### config.mk
export PLATFORM = sky130hd
export DESIGN_NAME = vis_core
export DESIGN_NICKNAME = d
export VERILOG_FILES = /design/src/shared/vis_pkg.sv /design/src/design/vis_core.sv /design/src/design/vis_timer.sv
export SDC_FILE = /design/constraint.sdc
export NUM_CORES = 1
export LEC_CHECK = 0
export ABC_AREA = 1
export BUFFER_PORTS_ARGS = -buffer_cell sky130_fd_sc_hd__buf_2
export CAP_MARGIN = 10
export CORE_MARGIN = 2
export CORE_UTILIZATION = 39
export CTS_BUF_LIST = sky130_fd_sc_hd__clkbuf_16
export DETAILED_ROUTE_END_ITERATION = 6
export HOLD_SLACK_MARGIN = 0.15
export MAX_ROUTING_LAYER = met4
export PLACE_DENSITY = 0.61
export SLEW_MARGIN = 20
export SYNTH_ARGS = -nofsm -noshare
export SYNTH_HDL_FRONTEND = slang
export SYNTH_SLANG_ARGS = --single-unit
### constraint.sdc
create_clock -name clk -period 2.5 [get_ports clk]
set_input_delay 0.25 -clock clk [delete_from_list [all_inputs] [get_ports clk]]
set_output_delay 0.25 -clock clk [all_outputs]
set_load 0.02 [all_outputs]
### src/shared/vis_pkg.sv
// vis_pkg: constants, op codes and helpers of the vectored interrupt system.
// assumes one 125 MHz clock and an AXI4-Lite master reaching the registers.
// bit naming: word bit n counts from the msb and is index 15-n, so bit 0 (disable) is index 15.
// Contract
// RULE1 - fifteen channels; word bit 15 highest priority, bit 1 lowest, bit 0 no channel
// RULE2 - active mask word: a one lets that channel interrupt
// RULE3 - pending word holds outstanding requests; word bit 0 carries none
// RULE4 - fifteen-entry vector table, first entry highest channel, last entry lowest
// RULE5 - on fetch with wakeup word positive, interrupt if (wakeup|pending)&active nonzero
// RULE6 - if zero, pending gets wakeup|pending, wakeup word cleared, instruction restarts
// RULE7 - taking: save PC, set disable bit, clear channel bit, load PC from vector
// RULE8 - requesters only OR channel bits into wakeup or pending words
// RULE9 - memory parity error triggers the highest-priority channel
// RULE10 - disable op sets disable bit so new wakeups are ignored
// RULE11 - enable op clears disable bit and ORs pending word into wakeup word
// RULE12 - return op clears disable bit, ORs pending in, restores saved PC
// RULE13 - watch mode samples line each 38 us; spacing interrupts on timer mask
// RULE14 - watch interrupt copies clock/state into capture word and clears mode bits
// RULE15 - software uses watch mode for start bit, compare mode for bit centres
// RULE16 - compare mode: each 38 us, upper ten bits equal compare word interrupts, clears mode
// RULE17 - start-timer op ORs accumulator into clock/state; low two bits pick mode
// RULE18 - among enabled requests the highest-numbered word bit is serviced
package vis_pkg;
  localparam logic [7:0] ADDR_NEW_WAKEUP = 8'h00;
  localparam logic [7:0] ADDR_PENDING = 8'h04;
  localparam logic [7:0] ADDR_ACTIVE = 8'h08;
  localparam logic [7:0] ADDR_SAVED_PC = 8'h0C;
  localparam logic [7:0] ADDR_TIMER_MASK = 8'h10;
  localparam logic [7:0] ADDR_TIMER_COMPARE = 8'h14;
  localparam logic [7:0] ADDR_TIMER_CAPTURE = 8'h18;
  localparam logic [7:0] ADDR_CLOCK_STATE = 8'h1C;
  localparam logic [7:0] ADDR_IRQ_STATUS = 8'h20;
  localparam logic [7:0] ADDR_IRQ_MASK = 8'h24;
  localparam logic [1:0] VEC_PAGE = 2'h1;
  localparam logic [3:0] VEC_HOLE = 4'hF;
  localparam int NUM_CHANNELS = 15;
  localparam logic [15:0] RESET_WORD = 16'h0000;
  localparam logic [15:0] DISABLE_MASK = 16'h8000;
  localparam logic [15:0] CHANNEL_BITS = 16'h7FFF;
  localparam logic [15:0] PARITY_MASK = 16'h0001;
  localparam int TICK_NS = 38000;
  localparam int CLK_PERIOD_NS = 8;
  localparam int TICK_CYCLES = TICK_NS / CLK_PERIOD_NS;
  localparam logic [15:0] CLOCK_STEP = 16'h0040;
  localparam logic [15:0] MODE_FIELD = 16'h0003;
  localparam int COMPARE_LSB = 6;
  localparam logic [1:0] MODE_OFF = 2'h0;
  localparam logic [1:0] MODE_COMPARE = 2'h1;
  localparam logic [1:0] MODE_WATCH = 2'h3;
  localparam int EV_TAKEN = 0;
  localparam int EV_TIMER = 1;
  localparam int EV_PARITY = 2;
  localparam logic [1:0] RESP_OKAY = 2'h0;
  localparam logic [1:0] RESP_SLVERR = 2'h2;

  typedef enum logic [1:0] {OP_DISABLE, OP_ENABLE, OP_RETURN, OP_START_TIMER} vis_op_t;

  // lowest index is the highest-priority channel
  function automatic logic [3:0] vis_pick(input logic [15:0] m);
    vis_pick = 4'h0;
    for (int i = NUM_CHANNELS - 1; i >= 0; i--) begin
      if (m[i]) vis_pick = 4'(i);
    end
  endfunction : vis_pick

  function automatic logic [15:0] vis_merge(input logic [15:0] old, input logic [31:0] data,
                                            input logic [3:0] strb);
    vis_merge = old;
    if (strb[0]) vis_merge[7:0] = data[7:0];
    if (strb[1]) vis_merge[15:8] = data[15:8];
  endfunction : vis_merge

  function automatic logic vis_is_vec(input logic [7:0] a);
    vis_is_vec = (a[7:6] == VEC_PAGE) && (a[5:2] != VEC_HOLE) && (a[1:0] == 2'h0);
  endfunction : vis_is_vec

  function automatic logic vis_mapped(input logic [7:0] a);
    vis_mapped = vis_is_vec(a) || (a <= ADDR_IRQ_MASK && a[1:0] == 2'h0);
  endfunction : vis_mapped
endpackage : vis_pkg

### src/design/vis_core.sv
// vis_core: vectored interrupt system with AXI4-Lite registers and timer.
// assumes fetch/op strobes and parityErr are one-cycle pulses on clk;
// serialPin is asynchronous and is synchronised inside the timer.
//
// The AXI4-Lite register port and the address map were chosen for this implementation.
`timescale 1ns/1ps
module vis_core #(
  parameter int TICK = vis_pkg::TICK_CYCLES
) (
  input wire logic clk,
  input wire logic rst_n,
  input wire logic ce,
  input wire logic [7:0] awaddr,
  input wire logic awvalid,
  output logic awready,
  input wire logic [31:0] wdata,
  input wire logic [3:0] wstrb,
  input wire logic wvalid,
  output logic wready,
  output logic [1:0] bresp,
  output logic bvalid,
  input wire logic bready,
  input wire logic [7:0] araddr,
  input wire logic arvalid,
  output logic arready,
  output logic [31:0] rdata,
  output logic [1:0] rresp,
  output logic rvalid,
  input wire logic rready,
  input wire logic fetchReq,
  input wire logic [15:0] fetchPc,
  input wire logic opReq,
  input wire vis_pkg::vis_op_t opSel,
  input wire logic [15:0] opAcc,
  input wire logic parityErr,
  input wire logic serialPin,
  output logic fetchDone,
  output logic fetchTake,
  output logic fetchRestart,
  output logic pcLoad,
  output logic [15:0] pcOut,
  output logic irq
);
  logic [15:0] wake_reg;
  logic [15:0] pend_reg;
  logic [15:0] active_reg;
  logic [15:0] savedPc_reg;
  logic [15:0] tmask_reg;
  logic [15:0] tcmp_reg;
  logic [15:0] vecTable [0:vis_pkg::NUM_CHANNELS-1];
  logic [2:0] sts_reg, imask_reg;
  logic [7:0] awAddr_reg;
  logic [31:0] wData_reg;
  logic [3:0] wStrb_reg;
  logic awHeld_reg, wHeld_reg;
  logic tFire;
  logic [15:0] tCapture, tClock;

  // register bus
  logic wrEn;
  logic awHeld_next;
  logic wHeld_next;
  logic bv_next;
  logic rv_next;
  logic rdVec;
  logic [15:0] wrBits, rdWord;
  logic wrWake;
  logic wrPend;
  logic wrAct;
  logic wrPc;
  logic wrTm;
  logic wrTc;
  logic wrSts;
  logic wrIm;
  logic wrVec;
  assign wrEn = ce && awHeld_reg && wHeld_reg && !bvalid;
  assign awHeld_next = (awHeld_reg || (awvalid && awready)) && !wrEn;
  assign wHeld_next = (wHeld_reg || (wvalid && wready)) && !wrEn;
  assign bv_next = wrEn || (bvalid && !bready);
  assign rv_next = (arvalid && arready) || (rvalid && !rready);
  assign wrBits = vis_pkg::vis_merge(16'h0000, wData_reg, wStrb_reg);
  assign wrWake = wrEn && awAddr_reg == vis_pkg::ADDR_NEW_WAKEUP;
  assign wrPend = wrEn && awAddr_reg == vis_pkg::ADDR_PENDING;
  assign wrAct = wrEn && awAddr_reg == vis_pkg::ADDR_ACTIVE;
  assign wrPc = wrEn && awAddr_reg == vis_pkg::ADDR_SAVED_PC;
  assign wrTm = wrEn && awAddr_reg == vis_pkg::ADDR_TIMER_MASK;
  assign wrTc = wrEn && awAddr_reg == vis_pkg::ADDR_TIMER_COMPARE;
  assign wrSts = wrEn && awAddr_reg == vis_pkg::ADDR_IRQ_STATUS && wStrb_reg[0];
  assign wrIm = wrEn && awAddr_reg == vis_pkg::ADDR_IRQ_MASK && wStrb_reg[0];
  assign wrVec = wrEn && vis_pkg::vis_is_vec(awAddr_reg);
  assign rdVec = vis_pkg::vis_is_vec(araddr);
  assign rdWord = rdVec ? vecTable[araddr[5:2]] :
    araddr == vis_pkg::ADDR_NEW_WAKEUP ? wake_reg :
    araddr == vis_pkg::ADDR_PENDING ? pend_reg :
    araddr == vis_pkg::ADDR_ACTIVE ? active_reg :
    araddr == vis_pkg::ADDR_SAVED_PC ? savedPc_reg :
    araddr == vis_pkg::ADDR_TIMER_MASK ? tmask_reg :
    araddr == vis_pkg::ADDR_TIMER_COMPARE ? tcmp_reg :
    araddr == vis_pkg::ADDR_TIMER_CAPTURE ? tCapture :
    araddr == vis_pkg::ADDR_CLOCK_STATE ? tClock :
    araddr == vis_pkg::ADDR_IRQ_STATUS ? {13'h0000, sts_reg} :
    araddr == vis_pkg::ADDR_IRQ_MASK ? {13'h0000, imask_reg} : 16'h0000;

  always_ff @(posedge clk or negedge rst_n) begin
    if (!rst_n) begin
      awHeld_reg <= 1'b0;
      wHeld_reg <= 1'b0;
      awready <= 1'b0;
      wready <= 1'b0;
      bvalid <= 1'b0;
      bresp <= vis_pkg::RESP_OKAY;
    end else if (ce) begin
      awHeld_reg <= awHeld_next;
      wHeld_reg <= wHeld_next;
      awready <= !awHeld_next && !bv_next;
      wready <= !wHeld_next && !bv_next;
      bvalid <= bv_next;
      if (wrEn) bresp <= vis_pkg::vis_mapped(awAddr_reg) ? vis_pkg::RESP_OKAY
                                                         : vis_pkg::RESP_SLVERR;
    end
  end

  always_ff @(posedge clk or negedge rst_n) begin
    if (!rst_n) begin
      awAddr_reg <= 8'h00;
      wData_reg <= 32'h0000_0000;
      wStrb_reg <= 4'h0;
    end else if (ce) begin
      if (awvalid && awready) awAddr_reg <= awaddr;
      if (wvalid && wready) wData_reg <= wdata;
      if (wvalid && wready) wStrb_reg <= wstrb;
    end
  end

  always_ff @(posedge clk or negedge rst_n) begin
    if (!rst_n) begin
      arready <= 1'b0;
      rvalid <= 1'b0;
      rdata <= 32'h0000_0000;
      rresp <= vis_pkg::RESP_OKAY;
    end else if (ce) begin
      arready <= !rv_next;
      rvalid <= rv_next;
      if (arvalid && arready) begin
        rdata <= {16'h0000, rdWord};
        rresp <= vis_pkg::vis_mapped(araddr) ? vis_pkg::RESP_OKAY : vis_pkg::RESP_SLVERR;
      end
    end
  end

  // interrupt engine
  logic [15:0] merged;
  logic [15:0] masked;
  logic [15:0] chBit;
  logic [15:0] reqSet;
  logic [15:0] pendSet;
  logic [15:0] wakeBase;
  logic [15:0] wake_next;
  logic [15:0] pend_next;
  logic [15:0] takeVec;
  logic [3:0] ch;
  logic positive;
  logic fetchGo;
  logic take;
  logic idle;
  logic opGo;
  logic disOp;
  logic enOp;
  logic retOp;
  logic timerOp;
  logic [2:0] evt, sts_next;
  assign merged = wake_reg | pend_reg;
  assign masked = merged & active_reg & vis_pkg::CHANNEL_BITS; // see RULE2 see RULE3
  assign positive = !wake_reg[15] && wake_reg != 16'h0000;
  assign fetchGo = ce && fetchReq;
  assign take = fetchGo && positive && masked != 16'h0000; // see RULE5
  assign idle = fetchGo && positive && masked == 16'h0000;
  assign ch = vis_pkg::vis_pick(masked); // see RULE18 see RULE1
  assign chBit = 16'h0001 << ch;
  assign takeVec = vecTable[ch]; // see RULE4
  assign opGo = ce && opReq && !fetchReq;
  assign disOp = opGo && opSel == vis_pkg::OP_DISABLE;
  assign enOp = opGo && opSel == vis_pkg::OP_ENABLE;
  assign retOp = opGo && opSel == vis_pkg::OP_RETURN;
  assign timerOp = opGo && opSel == vis_pkg::OP_START_TIMER;
  // new requests are ORed in last so a same-cycle clear never loses them
  assign reqSet = (parityErr ? vis_pkg::PARITY_MASK : 16'h0000) // see RULE9
    | (tFire ? tmask_reg : 16'h0000) | (wrWake ? wrBits : 16'h0000); // see RULE8
  assign pendSet = wrPend ? wrBits : 16'h0000; // see RULE8
  assign wakeBase = take ? (wake_reg | vis_pkg::DISABLE_MASK) & ~chBit : // see RULE7
    idle ? vis_pkg::RESET_WORD : // see RULE6
    disOp ? wake_reg | vis_pkg::DISABLE_MASK : // see RULE10
    (enOp || retOp) ? (wake_reg & ~vis_pkg::DISABLE_MASK) | pend_reg : wake_reg; // see RULE11
  assign wake_next = wakeBase | reqSet;
  // pending bit of the taken channel is dropped too, else it would re-fire forever
  assign pend_next = (idle ? merged : take ? pend_reg & ~chBit : pend_reg) | pendSet; // see RULE6
  assign evt = {parityErr, tFire, take};
  assign sts_next = (sts_reg & ~(wrSts ? wData_reg[2:0] : 3'h0)) | evt;

  always_ff @(posedge clk or negedge rst_n) begin
    if (!rst_n) begin
      wake_reg <= vis_pkg::RESET_WORD;
      pend_reg <= vis_pkg::RESET_WORD;
      savedPc_reg <= vis_pkg::RESET_WORD;
    end else if (ce) begin
      wake_reg <= wake_next;
      pend_reg <= pend_next;
      if (take) savedPc_reg <= fetchPc; // see RULE7
      else if (wrPc) savedPc_reg <= vis_pkg::vis_merge(savedPc_reg, wData_reg, wStrb_reg);
    end
  end

  always_ff @(posedge clk or negedge rst_n) begin
    if (!rst_n) begin
      active_reg <= vis_pkg::RESET_WORD;
      tmask_reg <= vis_pkg::RESET_WORD;
      tcmp_reg <= vis_pkg::RESET_WORD;
      imask_reg <= 3'h0;
      sts_reg <= 3'h0;
      irq <= 1'b0;
    end else if (ce) begin
      if (wrAct) active_reg <= vis_pkg::vis_merge(active_reg, wData_reg, wStrb_reg);
      if (wrTm) tmask_reg <= vis_pkg::vis_merge(tmask_reg, wData_reg, wStrb_reg);
      if (wrTc) tcmp_reg <= vis_pkg::vis_merge(tcmp_reg, wData_reg, wStrb_reg);
      if (wrIm) imask_reg <= wData_reg[2:0];
      sts_reg <= sts_next;
      irq <= |(sts_next & (wrIm ? wData_reg[2:0] : imask_reg));
    end
  end

  always_ff @(posedge clk or negedge rst_n) begin
    if (!rst_n) begin
      for (int i = 0; i < vis_pkg::NUM_CHANNELS; i++) vecTable[i] <= vis_pkg::RESET_WORD;
    end else if (ce && wrVec) begin
      vecTable[awAddr_reg[5:2]] <= vis_pkg::vis_merge(vecTable[awAddr_reg[5:2]], wData_reg,
                                                      wStrb_reg);
    end
  end

  always_ff @(posedge clk or negedge rst_n) begin
    if (!rst_n) begin
      fetchDone <= 1'b0;
      fetchTake <= 1'b0;
      fetchRestart <= 1'b0;
      pcLoad <= 1'b0;
      pcOut <= vis_pkg::RESET_WORD;
    end else if (ce) begin
      fetchDone <= fetchGo;
      fetchTake <= take;
      fetchRestart <= idle; // see RULE6
      pcLoad <= take || retOp;
      if (take) pcOut <= takeVec; // see RULE7
      else if (retOp) pcOut <= savedPc_reg; // see RULE12
    end
  end

  vis_timer #(.TICK(TICK)) timer (
    .clk(clk),
    .rst_n(rst_n),
    .ce(ce),
    .startReq(timerOp),
    .startAcc(opAcc),
    .compareWord(tcmp_reg),
    .serialPin(serialPin),
    .fire(tFire),
    .captureWord(tCapture),
    .clockState(tClock)
  );
endmodule : vis_core

### src/design/vis_timer.sv
// vis_timer: 38 us interval timer with compare and serial-line watch modes.
// assumes serialPin is asynchronous; startReq and compareWord come from clk logic.
`timescale 1ns/1ps
module vis_timer #(
  parameter int TICK = vis_pkg::TICK_CYCLES
) (
  input wire logic clk,
  input wire logic rst_n,
  input wire logic ce,
  input wire logic startReq,
  input wire logic [15:0] startAcc,
  input wire logic [15:0] compareWord,
  input wire logic serialPin,
  output logic fire,
  output logic [15:0] captureWord,
  output logic [15:0] clockState
);
  localparam int CW = $clog2(TICK + 1);
  localparam logic [CW-1:0] LAST = CW'(TICK - 1);

  logic [CW-1:0] cnt_reg;
  logic lineMeta_reg;
  logic lineSync_reg;
  logic tick;
  logic [1:0] mode;
  logic cmpHit;
  logic watchHit;
  logic [15:0] stepped;
  logic [15:0] clock_next;

  assign tick = ce && (cnt_reg == LAST);
  assign mode = clockState[1:0];
  assign cmpHit = tick && mode == vis_pkg::MODE_COMPARE
    && clockState[15:vis_pkg::COMPARE_LSB] == compareWord[15:vis_pkg::COMPARE_LSB]; // see RULE16
  assign watchHit = tick && mode == vis_pkg::MODE_WATCH && !lineSync_reg; // see RULE13
  assign stepped = tick ? clockState + vis_pkg::CLOCK_STEP : clockState;
  // a start op in the firing cycle still lands, after the mode clear
  assign clock_next = ((cmpHit || watchHit) ? stepped & ~vis_pkg::MODE_FIELD : stepped)
    | ((ce && startReq) ? startAcc : 16'h0000); // see RULE14 see RULE17

  always_ff @(posedge clk or negedge rst_n) begin
    if (!rst_n) begin
      cnt_reg <= '0;
      lineMeta_reg <= 1'b1;
      lineSync_reg <= 1'b1;
    end else if (ce) begin
      cnt_reg <= (cnt_reg == LAST) ? '0 : cnt_reg + 1'b1;
      lineMeta_reg <= serialPin;
      lineSync_reg <= lineMeta_reg;
    end
  end

  always_ff @(posedge clk or negedge rst_n) begin
    if (!rst_n) begin
      clockState <= vis_pkg::RESET_WORD;
      captureWord <= vis_pkg::RESET_WORD;
      fire <= 1'b0;
    end else if (ce) begin
      clockState <= clock_next;
      fire <= cmpHit || watchHit;
      if (watchHit) captureWord <= clockState; // see RULE14
      else if (cmpHit) captureWord <= {15'h0000, lineSync_reg}; // see RULE16
    end
  end
endmodule : vis_timer

* After elaboration in Yosys (flattened, before gate mapping)
Cells that the tools add are included. W data, S select, Z words.
Storage, ports and cells: register bits 464, input bits 98, output and inout bits 62, word-level logic and storage cells 272
Operators by class: add/subtract/negate cells 2, magnitude comparators 6, eq/ne operators 27, shift-type cells 1, mux-type cells 70, bitwise logic cells 18, reduce and logical (&&, ||, !) cells 96
Operator list (number):
- $mux W16 | 33
- $bwmux W240 | 1
- $bmux W16 S4 | 3
- $or A16 B16 Y16 | 5
- $demux W16 S4 | 1
- $mux W8 | 8
- $mux W4 | 15
- $eq A8 B5 Y1 const B | 6
- $logic_and A1 B1 Y1 | 48
- $and A16 B16 Y16 | 2
- $eq A8 B4 Y1 const B | 4
- $eq A8 B6 Y1 const B | 4
- $reduce_bool A16 Y1 | 2
- $reduce_and A3 Y1 | 8
- $add A16 B7 Y16 const B | 1
- $eq A8 B3 Y1 const B | 2
- $le A8 B6 Y1 const B | 2
- $logic_not A16 Y1 | 1
- $logic_not A8 Y1 | 2
- $not A16 Y16 | 1
- $or A1 B16 Y16 | 1
- $or A15 B16 Y16 | 1
- $shl A1 B4 Y16 const A | 1
- $and A15 B15 Y15 | 1
- 22 further kinds | 67

* Longest topological paths before layout
Gate-level depths: netlist of run 1.
depth in word-level cells 23, gate-level depth with buffers 26

* Cells and area by module
A second synthesis of run 1 with hierarchy kept.
Unflattened totals: cell total of the unflattened synthesis 3658, area total of the unflattened synthesis 26584.2 um^2
By module, submodules not included:
- vis_core | instances 1, cells an instance 3316, area each 23905.4 um^2, seq. area each 10359.9 um^2
- vis_timer | instances 1, cells an instance 342, area each 2678.8 um^2, seq. area each 1203.7 um^2

* Least setup slack after synthesis of run 1
No wires, ideal clock.
path type register -> register, start point register wake_reg[12], end point register pcOut[2], library setup time 0.116 ns, arrival time 2.068 ns, path slack 0.316 ns, cell stages (with the launch flop) 25, path buffers 2, cells stage by stage dfrtp_1 -> o21ai_1 -> nand2_1 -> nand2_1 -> nand2_1 -> nand2_1 -> nand2_1 -> nand2_1 -> nand2_1 -> nand2_1 -> nand2_1 -> nand2_1 -> nand2_2 -> nand2_4 -> nand2_4 -> buf_6 -> buf_4 -> nand3_1 -> nand2_1 -> nor2_1 -> nor2_1 -> nand2_1 -> nand3_1 -> nand2_1 -> nand2_1
On the way: longest elaborated chain between the ends 20
Ends and longest elaborated chain:
- from (decl) | RTL line vis_core.sv:44 | logic [15:0] wake_reg;
- from (signal assigned) | RTL line vis_core.sv:202 | wake_reg <= vis_pkg::RESET_WORD;
- from (signal assigned) | RTL line vis_core.sv:206 | wake_reg <= wake_next;
- $or A16 B16 Y16 | RTL line vis_core.sv:172 | assign merged = wake_reg | pend_reg;
- $and A15 B15 Y15 | RTL line vis_core.sv:173 | assign masked = merged & active_reg & vis_pkg::CHANNEL_BITS;
- $mux W4 (13 in series) | RTL line vis_pkg.sv:62 | if (m[i]) vis_pick = 4'(i);
- $not A4 Y5 (implied by the code) | RTL line vis_core.sv:180 | assign takeVec = vecTable[ch];
- $bmux W16 S4 | RTL line vis_core.sv:180
- $mux W16 (implied by the code) (2 in series) | RTL line vis_core.sv:180
- $mux W16 | RTL line vis_core.sv:252 | if (take) pcOut <= takeVec;
- to (signal assigned) | RTL line vis_core.sv:246 | pcOut <= vis_pkg::RESET_WORD;
- to (signal assigned) | RTL line vis_core.sv:252
- to (signal assigned) | RTL line vis_core.sv:253 | else if (retOp) pcOut <= savedPc_reg;
- to (decl) | RTL line vis_core.sv:41 | output logic [15:0] pcOut,
Parallel ways exist; a longest one is shown, timed or not. The select of a mux whose other input is x is not followed. A chain may end at the register's enable or synchronous reset.

* Final worst setup path of run 1
start point register pend_reg[11], end point register pcOut[7]
On the way: longest elaborated chain between the ends 19
Ends and longest elaborated chain:
- from (decl) | RTL line vis_core.sv:45 | logic [15:0] pend_reg;
- from (signal assigned) | RTL line vis_core.sv:203 | pend_reg <= vis_pkg::RESET_WORD;
- from (signal assigned) | RTL line vis_core.sv:207 | pend_reg <= pend_next;
- $or A16 B16 Y16 * | RTL line vis_core.sv:172
- $and A15 B15 Y15 * | RTL line vis_core.sv:173
- $mux W4 (12 in series) | RTL line vis_pkg.sv:62
- $not A4 Y5 (implied by the code) | RTL line vis_core.sv:180
- $bmux W16 S4 | RTL line vis_core.sv:180
- $mux W16 (implied by the code) (2 in series) | RTL line vis_core.sv:180
- $mux W16 | RTL line vis_core.sv:252
Every way passes the cells marked *; elsewhere a longest branch is shown, timed or not. The select of a mux whose other input is x is not followed.

==> results.txt, run 1 <==
Clk pin slew, worst setup/hold paths -> 0.06 ns
Fraction of registers with async set/reset -> 100%
Cells after synthesis -> 3,568
Proportion of synthesized area in mux cells -> 0.207%
Mapped Area -> 25,900 um^2
Vias -> 28,348
Largest family of logic cells by synthesized area -> simple AND/OR/NAND/NOR gates
Pwr/cell area -> 878 nW/um^2
EDFF count, synth -> 0
WP data arrival -> 3.06 ns
Worst skew pair latency -> 0.62 ns
CTS Buf Count -> 52
Setup TNS -> 0 ns
Final Power -> 28,600 uW
Total Routed Length -> 117,000 um
Number of max-cap violations -> 0
Post-DRT Antenna Nets -> 0
Crit-path max FO -> 10
Synth unique cells -> 60
CP cell instances -> o21ai_2, nand2_1, nand2_1, nand2_1, nand2_2, nand2_1, nand2_1, nand2_1, nand2_1, nand2_1, nand2_2, nand2_4, nand2_8, nand2_2, inv_4, buf_12, nand2_1, nand3b_1, nand3_1, nand3_1, nand2_1, nand2_1
Initial Util -> 39.4%
CTS tree -> built
Largest register FFs -> 240
Fin crit share -> 99.9%
Reg-to-reg critical path endpoint -> pcOut[7]
R2R depth -> 22
Leakage power -> 0.0148 uW
FF/Latch Area -> 11,600 um^2
Simple-gate share of the synthesized area -> 25.0%
Area growth syn-to-layout -> 25.6%
Slew margin rel. -> 41.9%
Boundary Pins -> 160
Vias per Instance -> 5.87
Crit-path max cell delay -> 0.38 ns
Die area -> 68,600 um^2
Wire per inst -> 24.2 um
DRT Pass-1 Iters -> 7
Hpwl dp -> 81,100 um
Row count -> 94
First-pass GRT wire length -> 171,000 um
Sequential-to-total area share from yosys stat -> 44.6%
Placer congestion estimate -> 1.00
Peak supply drop -> 0.00111 V
Synth Warn # -> 0
Mean Syn Cell Area -> 7.27 um^2
Setup Skew -> 0.0298 ns
Area of the core -> 65,700 um^2
Count of nets after finishing -> 4,022
Root Buffer -> clkbuf_16
Port bufs -> 123
Compound-Gate Fraction of Synth Area -> 20.8%
Seq cells post-synth -> 462
GRT Overall Usage -> 34.6%
Initial antenna violation count -> 3
Worst Setup End Kind -> register
Hold Path Sink -> timer.clockState[4]
Residual DRC -> 0
Multi-input gate area -> 12,400 um^2
Fin. max-slew vios -> 0
FILL cells -> 6,402
Vias in the first global route -> 26,280
Status -> completed
Fin crit period -> 2.50 ns
Final setup fails -> 0
Sink Count -> 462
WP data required -> 3.06 ns
Clock tree buffer depth -> 3
Xor/xnor share of the synthesized area -> 0.236%
Gr ovfl total -> 0
Unrepaired setup endpoints after global routing -> yes
Initial DRC count -> 4,201
Biggest register -> vecTable
Area share of fa/ha/maj cells after synthesis -> 0.145%
Critical path class -> register to register
H-tree levels -> 2
CP most frequent cell -> nand2_1
CP Launch Type -> register
Worst R2R Start -> pend_reg[11]
Layout cells sized above 1 -> 15.8%
Endpoints failing hold -> 0
Fmax -> 400 MHz
Least-Margin Pin Slew -> 0.869 ns
Ys flop type -> dfrtp_1
Pre-CTS WS -> -0.169 ns
Final worst setup slack -> 0.00298 ns
Flop-to-flop setup slack -> 0.003 ns
Largest net degree at the start of global routing -> 99
Hold Crit Class -> input pin to register
Hold path cells -> 6
Worst path slowest cell -> dfrtp_1
DIE HEIGHT -> 262 um
Hold Crit Start -> opSel[1]
Die X -> 262 um
[worst max-delay path: cells and delay by family (launching register included)]
kind            cells  cell delay, ns
compound gates      1            0.24
buf+inv             2            0.31
flops               1            0.38
simple gates       19            1.50
[power by group]
group / internal (uW) / leakage, uW / total [uW] / switching (uW)
Clock: 4680 / 0.000886 / 8060 / 3380
Sequential: 8620 / 0.00596 / 9720 / 1100
Combinational: 3420 / 0.00794 / 10800 / 7380
Total: 16700 / 0.0148 / 28600 / 11900
[layout make-up]
class	count	area share (%)
Timing Repair Buffer	516	13.6
Multi-Input combinational cell	2542	38.1
Sequential cell	462	35.5
Clock buffer	53	4.07
Antenna cell	4	0.0307
Tap cell	864	3.32
Inverter	347	4.02
Clock inverter	42	1.30
[routing by layer]
layer / track usage, % / wire, um
met5: - / 0
met4: 16.2 / 6280
met3: 6.99 / 14400
met2: 47.6 / 48200
met1: 48.5 / 48100
[metrics by stage]
| step | std cells | hold WS [ns] | area (um^2) | utilization, % |
|---|---|---|---|---|
| 2_1_floorplan | 3585 | -0.0456 | 26000 | - |
| 4_1_cts | 4816 | 0.165 | 32100 | 48.8 |
| 3_5_place_dp | 4650 | 0.154 | 29600 | 45.0 |
| 3_3_place_gp | 4650 | 0.151 | 29600 | 45.0 |
| 5_1_grt | 4828 | 0.259 | 32600 | 49.5 |
| 6_report | 4830 | 0.197 | 32600 | 49.5 |
[cells by family after synthesis]
| logic type | Yosys count |
|---|---|
| adder cells (fa/ha/maj) | 3 |
| XOR/XNOR | 7 |
| AND/OR/NAND/NOR | 1593 |
| flip-flops | 462 |
| multiplexers | 5 |
| buffers and inverters | 581 |
| AO/OA/AOI/OAI | 916 |
| other | 1 |
[cell usage after synthesis (34+ instances only)]
cell	count	share of area [%]
inv_1	334	4.8
a22oi_1	67	1.9
nor2_1	173	2.5
o221ai_1	34	1.1
nand2_1	1145	17
nand4_1	61	1.5
a21oi_1	91	1.8
o21ai_0	509	9.8
nand3_1	161	3.1
dfrtp_1	460	44
clkbuf_1	161	2.3
o22ai_1	79	1.9
[cells in the final DEF (no fill, tap or decap), types with 25 or more instances in the layout]
| cell type | instances |
|---|---|
| o2111ai_1 | 25 |
| nand3_1 | 149 |
| buf_2 | 122 |
| a21oi_1 | 87 |
| o221ai_1 | 34 |
| dlygate4sd3_1 | 70 |
| clkbuf_16 | 57 |
| dfrtp_1 | 459 |
| o22ai_1 | 79 |
| o21ai_0 | 503 |
| buf_12 | 44 |
| a221oi_1 | 31 |
| nand2_1 | 1126 |
| buf_4 | 259 |
| nor2_1 | 157 |
| nand4_1 | 61 |
| a22oi_1 | 66 |
| inv_1 | 339 |
[how the worst max path moves through the flow]
stage / from / cells after the start / to / slack, ns
after detailed placement: wake_reg[11] / 23 / pcOut[11] / -0.17
after global placement: wake_reg[11] / 23 / pcOut[11] / -0.16
after global routing: active_reg[13] / 24 / pcOut[7] / -0.11
after CTS: wake_reg[13] / 23 / pcOut[10] / 0.004
final: pend_reg[11] / 22 / pcOut[7] / 0.003
after floorplan: wake_reg[12] / 24 / pcOut[2] / 0.32
[repair_timing]
action                                  4_1_cts  5_1_grt
pin swaps                                     0       23
setup buffers                                 0        5
hold buffers                                 71        0
resized for setup                             9       90
endpoints found under the hold margin       528        0
endpoints found under the setup margin       18       78
gates cloned                                  0        5
(Power assumes the default switching activity.)
==> inputs of run 2 (changes only) <==
Settings changed: RECOVER_POWER set to 100.
==> run 2 against run 1 <==
The run now ends with max-capacitance violations, max-slew violations, negative setup slack left. Register-to-register slack barely moved. Global-route usage did not move. Maximum frequency fell by 0.50%. Worst setup slack got worse by 0.013 ns. Via count rose by 0.12%. Clock-buffer cell count did not move. First-iteration DRC count fell by 4.3%.
==> results.txt, run 2 (same netlist as run 1, synthesis figures left out) <==
CTS tree -> built
Boundary Pins -> 160 (unchanged)
Count of nets after finishing -> 4,022 (unchanged)
CP Launch Type -> register
Initial antenna violation count -> 3 (unchanged)
GRT Overall Usage -> 34.6% (unchanged)
Placer congestion estimate -> 1.00 (unchanged)
Largest register FFs -> 240 (unchanged)
Final Power -> 28,400 uW (-0.77%)
Layout cells sized above 1 -> 13.9% (-1.9 points)
Reg-to-reg critical path endpoint -> pcOut[5]
Hold path cells -> 4 (-2)
Clock tree buffer depth -> 3 (unchanged)
Total Routed Length -> 117,000 um (+0.13%)
Hold Path Sink -> wake_reg[15]
Die area -> 68,600 um^2 (unchanged)
Initial Util -> 39.4% (unchanged)
DIE HEIGHT -> 262 um (unchanged)
Sink Count -> 462 (unchanged)
Leakage power -> 0.0144 uW (-2.4%)
CP cell instances -> clkbuf_2, nor4_1, clkbuf_1, nand4_1, nand4_1, nor2_4, buf_4, nor2_2, buf_12, buf_12, a21oi_1, nand2_1, nand2_1
Pwr/cell area -> 882 nW/um^2 (+0.52%)
Commonest non-fill, non-tap cell in the layout -> nand2_1
R2R depth -> 13 (-41%)
Row count -> 94 (unchanged)
Worst R2R Start -> wake_reg[14]
Slew margin rel. -> -8.08% (-50 points)
Number of max-cap violations -> 2 (+2)
Worst path slowest cell -> dfrtp_1
Setup TNS -> -0.0359 ns (-0.0359 ns)
Hold Crit Start -> opSel[0]
FILL cells -> 6,504 (+1.6%)
Pre-CTS WS -> -0.169 ns (unchanged)
Largest net degree at the start of global routing -> 99 (unchanged)
Hpwl dp -> 81,100 um (unchanged)
Area growth syn-to-layout -> 24.0%
Vias in the first global route -> 26,280 (unchanged)
Port bufs -> 123 (unchanged)
Placed Cells -> 4,650 (unchanged)
Critical path class -> register to register
Most frequent cells in the layout -> 1,127 x nand2_1, 505 x o21ai_0, 460 x dfrtp_1
Initial DRC count -> 4,019 (-4.3%)
Root Buffer -> clkbuf_16
Biggest register -> vecTable
Unrepaired setup endpoints after global routing -> yes
WP data required -> 3.01 ns (-0.05 ns)
Setup Skew -> 0.0316 ns (+0.00177 ns)
CTS Buf Count -> 52 (unchanged)
Crit-path max FO -> 11 (+1)
FF/Latch Area -> 11,600 um^2 (about the same)
Peak supply drop -> 0.00109 V (-1.5%)
Fin crit share -> 100% (+0.50 points)
Worst Setup End Kind -> register
Worst skew pair latency -> 0.63 ns (about the same)
Vias per Instance -> 5.87 (about the same)
Post-DRT Antenna Nets -> 0 (unchanged)
Crit-path max cell delay -> 0.39 ns (about the same)
Residual DRC -> 0 (unchanged)
Vias -> 28,382 (+0.12%)
First-pass GRT wire length -> 171,000 um (unchanged)
Gr ovfl total -> 0 (unchanged)
Final worst setup slack -> -0.00963 ns (-0.0126 ns)
Final Instance Count excl. Fillers -> 4,831 (+0.021%)
Flop-to-flop setup slack -> -0.01 ns (about the same)
Fmax -> 398 MHz (-0.50%)
H-tree levels -> 2 (unchanged)
Multi-input gate area -> 12,400 um^2 (-0.12%)
Fin crit period -> 2.51 ns (+0.0126 ns)
WP data arrival -> 3.02 ns (-0.04 ns)
Failing checks -> max-capacitance violations, max-slew violations, negative setup slack
Area of the core -> 65,700 um^2 (unchanged)
Final setup fails -> 6 (+6)
Hold Crit Class -> input pin to register
Status -> finished with violations
Fin. max-slew vios -> 88 (+88)
Least-Margin Pin Slew -> 1.62 ns (+0.752 ns)
Clk pin slew, worst setup/hold paths -> 0.07 ns (about the same)
DRT Pass-1 Iters -> 6 (-1)
Die X -> 262 um (unchanged)
Wire per inst -> 24.2 um (+0.11%)
Endpoints failing hold -> 0 (unchanged)
Utilization after layout -> 48.9% (-0.63 points)
-- run 2: worst max-delay path by stage --
| stage | to | from | slack (ns) |
|---|---|---|---|
| 6_report | pcOut[5] | wake_reg[14] | -0.01 |
| 4_1_cts | pcOut[10] | wake_reg[13] | 0.004 |
| 3_3_place_gp | pcOut[11] | wake_reg[11] | -0.16 |
| 3_5_place_dp | pcOut[11] | wake_reg[11] | -0.17 |
| 2_1_floorplan | pcOut[2] | wake_reg[12] | 0.32 |
| 5_1_grt | irq | awAddr_reg[2] | -0.14 |
-- run 2: per-layer routing --
layer  GRT usage [%]  vias to the layer above  wire, um
met3            6.99                      388     14500
met4            16.2                        0      6340
li1                -                    12642         -
met2            47.6                     2014     48000
met5               -                        -         0
met1            48.5                    13338     48300
-- run 2: through the flow --
stage               cell area, um^2  hold WS [ns]
global route                  32100         0.265
global placement              29600         0.151
floorplan                     26000       -0.0456
finish                        32100         0.214
CTS                           32100         0.165
detailed placement            29600         0.154
-- run 2: power by group --
group / switching [uW] / internal (uW)
registers: 1100 / 8610
logic: 7360 / 3210
clock network: 3390 / 4680
total: 11900 / 16500
-- run 2: worst max-delay path: cells and delay by family (launching register included) --
family,cells,cell delay [ns]
buffers and inverters,5,0.88
DFF,1,0.39
AOI/OAI and AO/OA,1,0.05
and+or+nand+nor,7,1.08
-- run 2: area by class of cell --
type                       instances  area share, %
multi-input combinational       2542           38.5
timing repair buffer             516           12.6
clock inverter                    42           1.32
clock buffer                      53           4.13
antenna                            5         0.0389
sequential                       462           36.0
tap                              864           3.36
inverter                         347           4.07
-- run 2: timing repair --
action                                 CTS  global route
hold buffers                            71             0
setup buffers                            0             5
endpoints found under the hold margin  528             0
setup endpoints to repair               18            78
gates resized for setup                  9            90
cloned                                   0             5
pin swaps                                0            23
